$ cat src/sstc_pkg.sv
// Constants, reset values and state codes for the slave serial data output block.
// Assumes a single 200 MHz ref_clk domain; the link pins arrive asynchronous.
package sstc_pkg;

  // ----------------------------------------------------------------
  // Widths and queue depth
  // ----------------------------------------------------------------
  localparam int DATA_W     = 8;
  localparam int FIFO_DEPTH = 32;
  localparam int CNT_W      = 6;
  localparam int BIT_W      = 3;
  localparam int SYNC_W     = 2;

  // ----------------------------------------------------------------
  // Field positions and counts
  // ----------------------------------------------------------------
  localparam int              MSB_POS  = 7;
  localparam logic [BIT_W-1:0] LAST_BIT = 3'h7;
  localparam logic [BIT_W-1:0] BIT_ZERO = 3'h0;
  localparam logic [BIT_W-1:0] BIT_ONE  = 3'h1;

  // ----------------------------------------------------------------
  // Reset values
  // ----------------------------------------------------------------
  localparam logic [DATA_W-1:0] BYTE_RST      = 8'h00;
  localparam logic              SDO_RST       = 1'h0;
  localparam logic              OE_RST        = 1'h0;
  localparam logic              UNDERFLOW_RST = 1'h0;
  localparam logic [SYNC_W-1:0] SYNC_RST      = 2'h0;

  // ----------------------------------------------------------------
  // Byte sequencer states
  // ----------------------------------------------------------------
  typedef enum logic [1:0] {
    ST_IDLE,
    ST_LOAD,
    ST_SHIFT
  } sstc_state_e;

endpackage

$ cat src/sstc_fifo.sv
// Transmit queue: a show-ahead FIFO whose head word comes out of a register.
// Assumes one clock for both sides; depth is a power of two.
`timescale 1ns/100ps

module sstc_fifo
  import sstc_pkg::*;
#(
  parameter int WIDTH = DATA_W,
  parameter int DEPTH = FIFO_DEPTH
)
(
  // Clock and reset
  input  wire logic                       ref_clk,
  input  wire logic                       nrst,
  // Filling side
  input  wire logic [WIDTH-1:0]           wr_data,
  input  wire logic                       wr_valid,
  output      logic                       wr_ready,
  // Draining side
  output      logic [WIDTH-1:0]           rd_data,
  output      logic                       rd_valid,
  input  wire logic                       rd_ready,
  // Status
  output      logic [$clog2(DEPTH+1)-1:0] count,
  output      logic                       empty
);

  localparam int PW = $clog2(DEPTH);
  localparam int CW = $clog2(DEPTH+1);

  typedef struct packed {
    logic [DEPTH-1:0][WIDTH-1:0] mem;
    logic [PW-1:0]               wp;
    logic [PW-1:0]               rp;
    logic [CW-1:0]               cnt;
    logic [WIDTH-1:0]            head;
    logic                        empty;
    logic                        full;
  } sstc_fifo_s;

  sstc_fifo_s state_reg;
  sstc_fifo_s state_next;

  // ----------------------------------------------------------------
  // Next state
  // ----------------------------------------------------------------
  // The head register reads the next memory image, so a write into an
  // empty queue is visible one cycle later together with the valid flag.
  always_comb
  begin
    logic do_wr;
    logic do_rd;
    state_next = state_reg;
    do_wr      = wr_valid & ~state_reg.full;
    do_rd      = rd_ready & ~state_reg.empty;
    if (do_wr)
    begin
      state_next.mem[state_reg.wp] = wr_data;
      state_next.wp                = state_reg.wp + PW'(1);
    end
    if (do_rd)
    begin
      state_next.rp = state_reg.rp + PW'(1);
    end
    case ({do_wr, do_rd})
      2'b10:   state_next.cnt = state_reg.cnt + CW'(1);
      2'b01:   state_next.cnt = state_reg.cnt - CW'(1);
      default: state_next.cnt = state_reg.cnt;
    endcase
    state_next.empty = (state_next.cnt == CW'(0));
    state_next.full  = (state_next.cnt == CW'(DEPTH));
    state_next.head  = state_next.mem[state_next.rp];
  end

  always_ff @(posedge ref_clk or negedge nrst)
  begin
    if (!nrst)
    begin
      state_reg       <= '0;
      state_reg.empty <= 1'b1;
    end
    else
    begin
      state_reg <= state_next;
    end
  end

  assign wr_ready = ~state_reg.full;
  assign rd_valid = ~state_reg.empty;
  assign rd_data  = state_reg.head;
  assign count    = state_reg.cnt;
  assign empty    = state_reg.empty;

endmodule

$ cat src/sstc_top.sv
// Slave serial data output control with its transmit queue.
// Assumes the master drives the clock and select pins; all link pins are
// sampled by ref_clk, which must run well above the link bit rate.
`timescale 1ns/100ps

module sstc_top
  import sstc_pkg::*;
(
  // Clock and reset
  input  wire logic              ref_clk,
  input  wire logic              nrst,

  // Link pins from the master
  input  wire logic              sck_pin,
  input  wire logic              ss_pin,
  input  wire logic              sdi_pin,

  // Serial data output pin
  output      logic              sdo_out,
  output      logic              sdo_oe,

  // Pin and mode controls
  input  wire logic              pin_direction_bit,
  input  wire logic              pin_output_latch_bit,
  input  wire logic              transmit_data_required,
  input  wire logic              select_polarity_control,
  input  wire logic              select_force_control,
  input  wire logic              clock_polarity,
  input  wire logic              clock_edge_select,

  // Transmit queue filling side
  input  wire logic [DATA_W-1:0] tx_data,
  input  wire logic              tx_valid,
  output      logic              tx_ready,

  // Status
  output      logic              tx_fifo_empty_flag,
  output      logic [CNT_W-1:0]  tx_fifo_count,
  output      logic              tx_underflow_flag,
  input  wire logic              tx_underflow_clear,
  output      logic              select_active,

  // Received bytes
  output      logic [DATA_W-1:0] rx_data,
  output      logic              rx_valid
);

  // ----------------------------------------------------------------
  // State
  // ----------------------------------------------------------------
  typedef struct packed {
    logic [SYNC_W-1:0] sck_sync;
    logic [SYNC_W-1:0] ss_sync;
    logic [SYNC_W-1:0] sdi_sync;
    logic              sck_prev;
    logic              active;
    sstc_state_e       fsm;
    logic [BIT_W-1:0]  bit_cnt;
    logic [DATA_W-1:0] tx_shift;
    logic [DATA_W-1:0] rx_shift;
    logic [DATA_W-1:0] last_rx;
    logic              rx_valid;
    logic              underflow;
    logic              sdo_out;
    logic              sdo_oe;
  } sstc_top_s;

  sstc_top_s state_reg;
  sstc_top_s state_next;

  logic [DATA_W-1:0] q_head;
  logic              q_valid;
  logic              q_pop;
  logic              q_empty;
  logic [CNT_W-1:0]  q_count;

  // ----------------------------------------------------------------
  // Transmit queue
  // ----------------------------------------------------------------
  sstc_fifo #(
    .WIDTH (DATA_W),
    .DEPTH (FIFO_DEPTH)
  ) u_queue (
    .ref_clk  (ref_clk),
    .nrst     (nrst),
    .wr_data  (tx_data),
    .wr_valid (tx_valid),
    .wr_ready (tx_ready),
    .rd_data  (q_head),
    .rd_valid (q_valid),
    .rd_ready (q_pop),
    .count    (q_count),
    .empty    (q_empty)
  );

  // ----------------------------------------------------------------
  // Helpers
  // ----------------------------------------------------------------
  // Effective select: the polarity flips the pin, the force overrides it.
  function automatic logic select_true(input logic pin_level,
                                       input logic pol_low,
                                       input logic force_on);
    select_true = force_on | (pin_level ^ pol_low);
  endfunction

  // Source of the next byte: queue head if any, else the last received byte.
  function automatic logic [DATA_W-1:0] pick_byte(input logic              empty_now,
                                                  input logic [DATA_W-1:0] head,
                                                  input logic [DATA_W-1:0] last);
    pick_byte = empty_now ? last : head;
  endfunction

  // The queue is popped only when transmit data is required.
  assign q_pop = (state_reg.fsm == ST_LOAD) & state_reg.active
               & transmit_data_required & ~q_empty;

  // ----------------------------------------------------------------
  // Next state
  // ----------------------------------------------------------------
  always_comb
  begin
    logic sck_eff;
    logic lead_edge;
    logic trail_edge;
    logic sample_edge;
    logic shift_edge;
    logic sdi_bit;
    logic [DATA_W-1:0] rx_full;

    state_next = state_reg;

    // Link inputs pass two flops before anything looks at them.
    state_next.sck_sync = {state_reg.sck_sync[0], sck_pin};
    state_next.ss_sync  = {state_reg.ss_sync[0], ss_pin};
    state_next.sdi_sync = {state_reg.sdi_sync[0], sdi_pin};

    sck_eff     = state_reg.sck_sync[1] ^ clock_polarity;
    state_next.sck_prev = sck_eff;
    lead_edge   = sck_eff & ~state_reg.sck_prev;
    trail_edge  = ~sck_eff & state_reg.sck_prev;
    sample_edge = clock_edge_select ? lead_edge : trail_edge;
    shift_edge  = clock_edge_select ? trail_edge : lead_edge;
    sdi_bit     = state_reg.sdi_sync[1];
    rx_full     = {state_reg.rx_shift[DATA_W-2:0], sdi_bit};

    state_next.active = select_true(state_reg.ss_sync[1],
                                    select_polarity_control,
                                    select_force_control);
    state_next.rx_valid = 1'b0;

    // Byte sequencer. The clock is ignored while select is false.
    case (state_reg.fsm)
      ST_IDLE:
      begin
        state_next.bit_cnt = BIT_ZERO;
        if (state_reg.active)
        begin
          state_next.fsm = ST_LOAD;
        end
      end

      ST_LOAD:
      begin
        state_next.bit_cnt  = BIT_ZERO;
        state_next.tx_shift = pick_byte(q_empty, q_head, state_reg.last_rx);
        if (q_empty && transmit_data_required)
        begin
          state_next.underflow = 1'b1;
        end
        state_next.fsm = ST_SHIFT;
      end

      ST_SHIFT:
      begin
        if (shift_edge && (state_reg.bit_cnt != BIT_ZERO))
        begin
          state_next.tx_shift = {state_reg.tx_shift[DATA_W-2:0], 1'b0};
        end
        if (sample_edge)
        begin
          state_next.rx_shift = rx_full;
          state_next.bit_cnt  = state_reg.bit_cnt + BIT_ONE;
          if (state_reg.bit_cnt == LAST_BIT)
          begin
            // A full byte: it becomes the fallback data and the next byte
            // is fetched at once, well before the next shifting edge.
            state_next.last_rx  = rx_full;
            state_next.rx_valid = 1'b1;
            state_next.fsm      = ST_LOAD;
          end
        end
      end

      default:
      begin
        state_next.fsm = ST_IDLE;
      end
    endcase

    // Losing select ends the byte at once; a partial byte is dropped.
    if (!state_reg.active)
    begin
      state_next.fsm     = ST_IDLE;
      state_next.bit_cnt = BIT_ZERO;
    end

    // Clearing the underflow flag loses to a new underflow in the same cycle while select is active.
    if (tx_underflow_clear && !(state_reg.fsm == ST_LOAD && q_empty
                                && transmit_data_required && state_reg.active))
    begin
      state_next.underflow = 1'b0;
    end

    // Pin drive follows the next select state so that drive and data move
    // together; sdo_oe changes in the same cycle as select_active, with no extra cycle on the select path.
    if (!pin_direction_bit)
    begin
      state_next.sdo_oe = 1'b1;
      if (state_next.active)
      begin
        state_next.sdo_out = state_next.tx_shift[MSB_POS];
      end
      else
      begin
        state_next.sdo_out = pin_output_latch_bit;
      end
    end
    else
    begin
      state_next.sdo_oe  = transmit_data_required & state_next.active;
      state_next.sdo_out = state_next.tx_shift[MSB_POS];
    end
  end

  // ----------------------------------------------------------------
  // Registers
  // ----------------------------------------------------------------
  always_ff @(posedge ref_clk or negedge nrst)
  begin
    if (!nrst)
    begin
      state_reg           <= '0;
      state_reg.sck_sync  <= SYNC_RST;
      state_reg.ss_sync   <= SYNC_RST;
      state_reg.sdi_sync  <= SYNC_RST;
      state_reg.fsm       <= ST_IDLE;
      state_reg.tx_shift  <= BYTE_RST;
      state_reg.rx_shift  <= BYTE_RST;
      state_reg.last_rx   <= BYTE_RST;
      state_reg.underflow <= UNDERFLOW_RST;
      state_reg.sdo_out   <= SDO_RST;
      state_reg.sdo_oe    <= OE_RST;
    end
    else
    begin
      state_reg <= state_next;
    end
  end

  // ----------------------------------------------------------------
  // Outputs
  // ----------------------------------------------------------------
  assign sdo_out            = state_reg.sdo_out;
  assign sdo_oe             = state_reg.sdo_oe;
  assign tx_underflow_flag  = state_reg.underflow;
  assign select_active      = state_reg.active;
  assign rx_data            = state_reg.last_rx;
  assign rx_valid           = state_reg.rx_valid;
  assign tx_fifo_empty_flag = q_empty;
  assign tx_fifo_count      = q_count;

endmodule

$ cat config.mk
export PLATFORM = sky130hd
export DESIGN_NAME = sstc_top
export DESIGN_NICKNAME = d
export VERILOG_FILES = /design/src/sstc_pkg.sv /design/src/sstc_fifo.sv /design/src/sstc_top.sv
export SDC_FILE = /design/constraint.sdc
export NUM_CORES = 1
export LEC_CHECK = 0
export ABC_CLOCK_PERIOD_IN_PS = 7300
export BUFFER_PORTS_ARGS = -buffer_cell sky130_fd_sc_hd__buf_2
export CAP_MARGIN = 10
export CELL_PAD_IN_SITES_DETAIL_PLACEMENT = 1
export CELL_PAD_IN_SITES_GLOBAL_PLACEMENT = 2
export CORE_MARGIN = 1
export CORE_UTILIZATION = 45
export CTS_CLUSTER_DIAMETER = 100
export DETAILED_ROUTE_END_ITERATION = 12
export HOLD_SLACK_MARGIN = 0.05
export PLACE_DENSITY = 0.87
export SYNTH_ARGS = -nofsm -noshare
export SYNTH_HDL_FRONTEND = slang
export SYNTH_HIERARCHICAL = 1
export SYNTH_SLANG_ARGS = --single-unit
$ cat constraint.sdc
create_clock -name ref_clk -period 7.3 [get_ports ref_clk]
set_input_delay 1.46 -clock ref_clk [delete_from_list [all_inputs] [get_ports ref_clk]]
set_output_delay 1.46 -clock ref_clk [all_outputs]
set_load 0.01 [all_outputs]
Word level (Yosys, flattened, before mapping)

Index checks and enable logic that the tools add are counted.

Word-level logic and storage cells: 133
Output and inout bits: 21
Bits in writable memories: 0
Memories kept: 0
Bits in read-only memories: 0
Bits in latches: 0
Register bits after elaboration: 322
Input bits: 22

Eq/ne operators: 10
Bitwise operators: 15
Reductions and logical operators: 21
Divide/modulo/power cells: 0
Shift-type cells: 0
$add $sub $neg: 5
Order comparisons: 3
Muxes and demuxes: 26
Multiply operators: 0

Operators by type and width:

| cell                                                                                | count |
|---|---|
| 261-bit two-way mux                                                                 | 1 |
| 256-bit bitwise mux                                                                 | 1 |
| 8-bit binary-select mux with 5-bit select                                           | 1 |
| 8-bit demux with 5-bit select                                                       | 1 |
| 8-bit two-way mux                                                                   | 4 |
| 8-bit case mux with 2 select lines                                                  | 1 |
| 5-bit two-way mux                                                                   | 3 |
| 5-bit by 6-bit < comparator with 1-bit output, second input constant                | 2 |
| 6-bit case mux with 2 select lines                                                  | 1 |
| 5-bit by 1-bit adder with 5-bit output, second input constant                       | 2 |
| 2-bit AND reduction                                                                 | 5 |
| 1-bit two-way mux                                                                   | 9 |
| 1-bit AND                                                                           | 8 |
| 1-bit logical AND                                                                   | 7 |
| 6-bit by 1-bit adder with 6-bit output, second input constant                       | 1 |
| 6-bit equality test, second input constant                                          | 1 |
| 6-bit zero test                                                                     | 1 |
| 3-bit != test, second input constant                                                | 2 |
| 2-bit case mux with 3 select lines                                                  | 1 |
| 3-bit case mux with 2 select lines                                                  | 1 |
| 2-bit nonzero test                                                                  | 3 |
| 6-bit by 1-bit subtractor with 6-bit output, second input constant                  | 1 |
| 5-bit by 1-bit greater-or-equal comparator with 1-bit output, second input constant | 1 |
| 2-bit by 1-bit equality test with 1-bit output, second input constant               | 2 |
| other kinds (14)                                                                    | 20 |

Longest topological paths before layout

Gate-level depths: netlist of the first run.

Depth in word-level cells: 9
Gate-level depth with buffers: 15

Cells and area by module

Netlist of the first run, hierarchy kept.

By module, submodules not included:

| module    | cells an instance | seq. area each (um2) | times used | area an instance (um2) |
|---|---|---|---|---|
| sstc_fifo | 1228              | 7058.0               | 1          | 13690.6 |
| sstc_top  | 168               | 1001.0               | 1          | 2050.7 |

Worst setup path after synthesis of the first run

No wires, ideal clock.

Kind: input to register
From: input port transmit_data_required
To: register u_queue/state_reg[0] in the netlist's numbering
Setup time: 0.088 ns
Data required time: 7.212 ns
Buffers on the path: 0
Path slack: 3.679 ns
Arrival: 3.533 ns
Stages on the path: 10
Cell sequence: and4b_1 -> nand2b_4 -> inv_2 -> ha_1 -> or3_1 -> a21oi_1 -> o31ai_1 -> xnor2_1 -> or4_1 -> nor3b_1

RTL lines:

| item                 | line            | text |
|---|---|---|
| start, declared      | sstc_top.sv:25  | `input wire logic transmit_data_required,` |
| end signal, assigned | sstc_fifo.sv:84 | `state_reg <= state_next;` |
| end, declared        | sstc_fifo.sv:41 | `sstc_fifo_s state_reg;` |

==> flow_metrics.py, run 1 <==
metrics = {
    "grt": {
        "grt_max_degree": 135,
        "grt_pass1_vias": 12025,
        "grt-ovfl-total": 0,
        "grt_pass1_wl_um": 76000,
        "antenna_found_initial": 2,
        "gr-usage-all-layers": 0.279,
    },
    "cells_and_area": {
        "areaGrowthSynthToFinish_pct": 9.55,
        "largest_reg_flops": 267,
        "filler_cell_count": 3652,
        "drive_gt1_frac": 0.251,
        "diodes": 0,
        "final_nets": 1413,
    },
    "route": {
        "vias": 11444,
        "drtAntennaViolNets": 0,
        "drc": 0,
        "drt_iter0_drc": 962,
        "wl_um": 48700,
        "via_per_inst": 6.16,
        "wl_per_cell_um": 26.2,
        "firstDrtPassIters": 5,
    },
    "worst_setup_path": {
        "worstReg2RegEnd": "u_queue/rd_data[2]",
        "reg2reg_from": "state_reg[32]",
        "cp-startpoint": "transmit_data_required",
        "cp.required_ns": 7.66,
        "r2r_slack_ns": 2.78,
        "path_depth": 11,
        "crit_end": "u_queue/rd_data[2]",
        "r2r_cells": 12,
        "path_max_fanout": 47,
        "start_kind": "primary input",
        "critPathTopFamily": "compound AO/OA/AOI/OAI gates",
        "path_buf_inv": 3,
        "worstPathCellList": "buf_2 -> and4b_1 -> nand2b_4 -> inv_2 -> xnor2_4 -> buf_4 -> mux2_2 -> o221ai_1 -> mux2i_1 -> o211ai_1 -> a41oi_1",
        "arrival_ns": 4.91,
        "slowest_stage": "buf_4",
        "crit_type": "primary input to flip-flop",
        "cp_slowest_stage_delay_ns": 0.62,
        "end_kind": "flip-flop",
    },
    "power": {
        "power_density_mw_per_mm2": 471,
        "p_leak_nw": 7.95,
        "vdd_drop_max_uv": 217,
    },
    "cts": {
        "tritoncts": "built",
        "numClockSinks": 322,
        "clk_pin_slew_ns": 0.06,
        "cts_hold_buffers": 0,
        "htreeDepth": 2,
        "postCtsSetupRepairBufs": 0,
        "cts_buffer_depth": 3,
        "clkLatencyLatePin_ns": 0.53,
        "cts_inserted_buffers": 36,
        "post_cts_resized": 0,
        "root_buffer": "clkbuf_16",
    },
    "outcome": {
        "outcome": "complete, no violations",
    },
    "timing": {
        "grt_setup_unrepaired": "false",
        "min_period_ns": 4.56,
        "tightest_slew_ns": 0.976,
        "final_max_slew_viol_count": 0,
        "fin_skew_ns": 0.0270,
        "max_clock_freq_mhz": 219,
        "final_hold_viol_count": 0,
        "post-route-period-util": 0.624,
        "setup_viol": 0,
        "max-slew-margin-rel": 0.348,
        "tns_ns": 0,
        "setup_slack_ns": 2.74,
    },
    "yosys": {
        "netlist_area_mm2": 0.0157,
        "netlist_instances": 1395,
        "synthesis.nets": 1431,
        "syn_area_per_cell_um2": 11.3,
        "synth_warnings": 6,
    },
    "die": {
        "ios": 43,
        "die_area_mm2": 0.0357,
        "fp-row-count": 68,
        "core_area_mm2": 0.0345,
        "initial_core_util": 0.457,
        "die_height_um": 189,
        "die_w_um": 189,
    },
    "placement": {
        "gp_congestion": 0.915,
        "place_ws_ns": 2.26,
        "io_buffers": 42,
        "hpwl_um": 32100,
    },
    "run": {
        "drv_cap": 0,
    },
    "min_path": {
        "hp-class": "flip-flop to flip-flop",
    },
}
-- power breakdown --
group | internal, mW | switching (mW)
clock network | 1.04 | 0.732
registers | 2.50 | 0.381
logic | 1.33 | 2.14
total | 4.87 | 3.26
-- metal layers --
layer	up-vias	part of all wire	GRT usage
li1	4996	-	-
met1	5972	0.44	0.382
met2	389	0.47	0.450
met3	85	0.058	0.0471
met4	2	0.030	0.0887
met5	-	0.00021	0
-- cell type report --
cell class / instances / area (µm²) / area share
clock buffer: 60 / 1110 / 0.0646
inverter: 43 / 161 / 0.00936
timing repair buffer: 58 / 353 / 0.0205
tap: 455 / 569 / 0.0330
sequential: 322 / 8060 / 0.467
multi-input combinational: 916 / 6950 / 0.403
clock inverter: 5 / 38.8 / 0.00225
-- per-stage QoR --
stage,power (mW),util,hold WS (ns),std cells,cell area (µm²)
2_1_floorplan,5.16,-,0.331,1395,15700
3_3_place_gp,6.14,0.467,0.335,1794,16100
3_5_place_dp,6.28,0.467,0.336,1794,16100
4_1_cts,8.09,0.500,0.364,1859,17200
5_1_grt,8.55,0.500,0.377,1859,17200
6_report,8.12,0.500,0.361,1859,17200
-- worst min-delay path by stage --
stage              startpoint             to  slack, ns  cells past startpoint
2_1_floorplan  state_next[36]  state_reg[36]       0.33                      0
3_3_place_gp   state_next[40]  state_reg[40]       0.33                      0
3_5_place_dp   state_next[40]  state_reg[40]       0.34                      0
4_1_cts        state_next[40]  state_reg[40]       0.36                      0
5_1_grt        state_next[38]  state_reg[38]       0.38                      0
6_report       state_next[40]  state_reg[40]       0.36                      0
-- layout by cell type, fill, tap and decap left out, types with 8 or more instances in the layout --
cell / count
o22a_1: 9
nor2b_1: 11
and3_1: 10
o221ai_1: 11
a211oi_1: 11
nor3_1: 17
or3_1: 18
nand2b_1: 10
xnor2_1: 12
o211ai_1: 9
inv_1: 39
o22ai_1: 21
buf_4: 15
clkbuf_1: 14
nor2_1: 60
o21ai_0: 84
mux2i_1: 37
mux2_4: 13
o31ai_1: 11
o2111ai_1: 18
o221a_2: 9
clkbuf_8: 8
ha_1: 14
clkbuf_16: 38
buf_2: 41
nand2_1: 154
o311ai_0: 8
mux2_2: 190
nand3_1: 22
nand3b_1: 11
a21oi_1: 20
dfrtp_1: 321
Power figures use the tool's default switching activity.
==> run 2: changes to the inputs <==
--- a/config.mk
+++ b/config.mk
@@ -5,17 +5,18 @@
 export SDC_FILE = /design/constraint.sdc
 export NUM_CORES = 1
 export LEC_CHECK = 0
-export ABC_CLOCK_PERIOD_IN_PS = 7300
+export ABC_AREA = 1
+export ABC_CLOCK_PERIOD_IN_PS = 4300
 export BUFFER_PORTS_ARGS = -buffer_cell sky130_fd_sc_hd__buf_2
 export CAP_MARGIN = 10
 export CELL_PAD_IN_SITES_DETAIL_PLACEMENT = 1
 export CELL_PAD_IN_SITES_GLOBAL_PLACEMENT = 2
 export CORE_MARGIN = 1
-export CORE_UTILIZATION = 45
+export CORE_UTILIZATION = 38
 export CTS_CLUSTER_DIAMETER = 100
 export DETAILED_ROUTE_END_ITERATION = 12
 export HOLD_SLACK_MARGIN = 0.05
-export PLACE_DENSITY = 0.87
+export PLACE_DENSITY = 0.85
 export SYNTH_ARGS = -nofsm -noshare
 export SYNTH_HDL_FRONTEND = slang
 export SYNTH_HIERARCHICAL = 1
==> constraint.sdc (replaced) <==
create_clock -name ref_clk -period 4.3 [get_ports ref_clk]
set_input_delay 0.86 -clock ref_clk [delete_from_list [all_inputs] [get_ports ref_clk]]
set_output_delay 0.86 -clock ref_clk [all_outputs]
set_load 0.01 [all_outputs]
==> run 2 against run 1 <==
Non-clock buffer count rose by 14. Sequential cell count unchanged. Via count up 27%. Die area grew 21%. Synthesized area grew 2.5%. Combinational power increased by 90%. Worst hold slack lost 0.012 ns. First-iteration DRC count fell by 14%. Synthesized cell count grew 51%. Critical endpoint is now u_queue/rd_data[4]. Highest routed layer is now met4.
==> flow_metrics.py, run 2 <==
metrics = {
    "timing": {
        "grt_setup_unrepaired": "false",
        "final_hold_viol_count": 0,
        "fin_skew_ns": 0.0323,
        "tns_ns": 0,
        "post-route-period-util": 0.784,
        "max-slew-margin-rel": 0.328,
        "tightest_slew_ns": 1.01,
        "min_period_ns": 3.37,
        "max_clock_freq_mhz": 297,
        "setup_viol": 0,
        "final_max_slew_viol_count": 0,
    },
    "yosys": {
        "yosys_register_bits": 322,
        "synth_top_area_frac": 0.498,
        "synth-edff-count": 0,
        "synth.top_cells.by_area": "dfrtp_1 (50%), nand2_1 (21%), nand3_1 (16%)",
        "yosysMostFrequentCell": "nand2_1",
        "syn_area_per_cell_um2": 7.64,
        "synth_commonest_cells": "nand2_1 (902), nand3_1 (526), dfrtp_1 (321)",
        "ys_seq_area_frac": 0.499,
        "netlist_area_mm2": 0.0161,
        "netlist_instances": 2111,
        "ys.flop_type": "dfrtp_1",
        "synth_warnings": 6,
        "async_flop_share": 1.00,
        "synthesis.nets": 2147,
        "yosys.area.top_type": "dfrtp_1",
        "synth.distinct_cells": 37,
    },
    "route": {
        "drc": 0,
        "vias": 14493,
        "via_per_inst": 5.41,
        "wl_met1_um": 24700,
        "wl_met2_um": 24600,
        "dr.max_layer_used": "met4",
        "drtAntennaViolNets": 0,
        "drt_iter0_drc": 828,
        "wl_met3_um": 2530,
        "wl_um": 53000,
        "firstDrtPassIters": 5,
        "wl_per_cell_um": 19.8,
    },
    "cts": {
        "postCtsSetupRepairBufs": 0,
        "clkLatencyLatePin_ns": 0.58,
        "cts_hold_buffers": 0,
        "cts_inserted_buffers": 39,
        "cts_buffer_depth": 3,
        "numClockSinks": 322,
        "root_buffer": "clkbuf_16",
        "tritoncts": "built",
        "clk_pin_slew_ns": 0.06,
        "htreeDepth": 2,
        "post_cts_resized": 0,
    },
    "cells_and_area": {
        "final_common_cell": "nand2_1",
        "mostFrequentLayoutCells": "nand2_1 (901), nand3_1 (526), dfrtp_1 (321)",
        "diodes": 0,
        "drive_gt1_frac": 0.101,
        "largest_reg_flops": 267,
        "areaGrowthSynthToFinish_pct": 11.6,
        "final_nets": 2150,
        "multi_input_area_mm2": 0.00718,
        "filler_cell_count": 5129,
        "postLayoutCellArea_mm2": 0.0180,
        "seq_area_mm2": 0.00806,
    },
    "worst_setup_path": {
        "start_kind": "flip-flop",
        "r2r_slack_ns": 0.93,
        "cp.required_ns": 4.74,
        "reg2reg_from": "state_reg[32]",
        "end_kind": "flip-flop",
        "crit_type": "flip-flop to flip-flop",
        "worstReg2RegEnd": "u_queue/rd_data[4]",
        "r2r_cells": 16,
        "path_max_fanout": 48,
        "arrival_ns": 3.81,
    },
    "power": {
        "combPwrFrac": 0.447,
        "vdd_drop_max_uv": 400,
        "seqPwrFrac": 0.327,
        "p_leak_nw": 9.62,
        "p_switching_mw": 6.39,
        "p_int_mw": 8.35,
        "sw_frac_of_total": 0.434,
        "power_density_mw_per_mm2": 818,
        "p_clk_frac": 0.226,
    },
    "min_path": {
        "hp-class": "flip-flop to flip-flop",
        "min_to": "state_reg[38]",
        "hold_path_depth": 0,
        "hold_start": "state_next[38]",
    },
    "grt": {
        "grt_pass1_wl_um": 85100,
        "grt_pass1_vias": 14962,
        "antenna_found_initial": 0,
        "grt_max_degree": 111,
        "grt-ovfl-total": 0,
        "gr-usage-all-layers": 0.251,
    },
    "placement": {
        "dpl_cell_area_mm2": 0.0167,
        "hpwl_um": 34800,
        "gp_congestion": 0.805,
        "io_buffers": 42,
    },
    "die": {
        "initial_core_util": 0.385,
        "die_w_um": 208,
        "ios": 43,
        "die_area_mm2": 0.0433,
        "core_area_mm2": 0.0419,
        "fp-row-count": 75,
        "die_height_um": 208,
    },
    "outcome": {
        "outcome": "complete, no violations",
    },
    "run": {
        "drv_cap": 0,
    },
}
run 2: cell count changes in the layout (fill, tap and decap cells not counted), sizes merged, moves of 12 or more:
cell     before  now
nand2       158  914
o2111ai      18    0
xnor2        13    1
nor3         17    1
mux2i        38    0
or3          19    0
o31ai        12    0
mux2        210    0
nor2b        12    0
o21ai        84   34
o22ai        21    0
buf          58   72
inv          42   86
nand3        26  535
run 2: worst max-delay path: stages, from the launching register on:
cell,delay (ns)
dfrtp_1,0.41
inv_1,0.10
ha_1,0.21
nand2_1,0.08
nor3b_1,0.40
inv_1,0.14
nor2_4,0.21
nand2_1,0.18
nand2_4,0.14
buf_4,0.49
nand3_1,0.17
nand3_1,0.12
nand3_1,0.16
nand3_1,0.21
nand2_1,0.07
nand2_1,0.06
nand2_1,0.06
run 2: power groups by stage:
stage                     combinational (mW)  sequential [mW]  clock, mW
after floorplan                         4.75             4.63          0
after CTS                               6.62             4.81       3.41
after global routing                    7.43             4.94       3.52
after detailed placement                6.58             4.85          0
final                                   6.59             4.82       3.33
after global placement                  6.41             4.80          0
run 2: layer usage:
layer,GRT usage,vias up
met5,0,-
met4,0.0759,0
met3,0.0364,75
met2,0.401,312
met1,0.351,7272
li1,-,6834
run 2: cell type report:
class / count / area share
sequential: 322 / 0.447
multi-input combinational: 1593 / 0.398
clock buffer: 53 / 0.0616
tap: 539 / 0.0374
timing repair buffer: 72 / 0.0282
inverter: 86 / 0.0182
clock inverter: 14 / 0.00889
run 2: cells by family after synthesis:
logic type | Yosys count | synth area share
flip-flops | 322 | 0.499
AO/OA/AOI/OAI | 47 | 0.0174
XOR/XNOR | 8 | 0.00527
adder cells (fa/ha/maj) | 14 | 0.0109
buffers and inverters | 196 | 0.0570
AND/OR/NAND/NOR | 1524 | 0.410
run 2: how the worst max path moves through the flow:
stage                      startpoint              endpoint  depth (start not counted)
2_1_floorplan  transmit_data_required  u_queue/state_reg[0]                         14
3_3_place_gp   transmit_data_required    u_queue/rd_data[4]                         14
3_5_place_dp   transmit_data_required    u_queue/rd_data[4]                         14
4_1_cts                 state_reg[32]    u_queue/rd_data[4]                         16
5_1_grt                 state_reg[32]    u_queue/rd_data[4]                         16
6_report                state_reg[32]    u_queue/rd_data[4]                         16
run 2: stage by stage:
| step | hold slack (ns) | utilization | power, mW | instances | setup WS, ns |
|---|---|---|---|---|---|
| after floorplan | 0.331 | - | 9.38 | 2111 | 1.82 |
| after global placement | 0.335 | 0.399 | 11.2 | 2612 | 0.789 |
| after detailed placement | 0.337 | 0.399 | 11.4 | 2612 | 0.787 |
| after CTS | 0.355 | 0.430 | 14.8 | 2679 | 0.913 |
| after global routing | 0.374 | 0.430 | 15.9 | 2679 | 0.656 |
| final | 0.349 | 0.430 | 14.7 | 2679 | 0.929 |
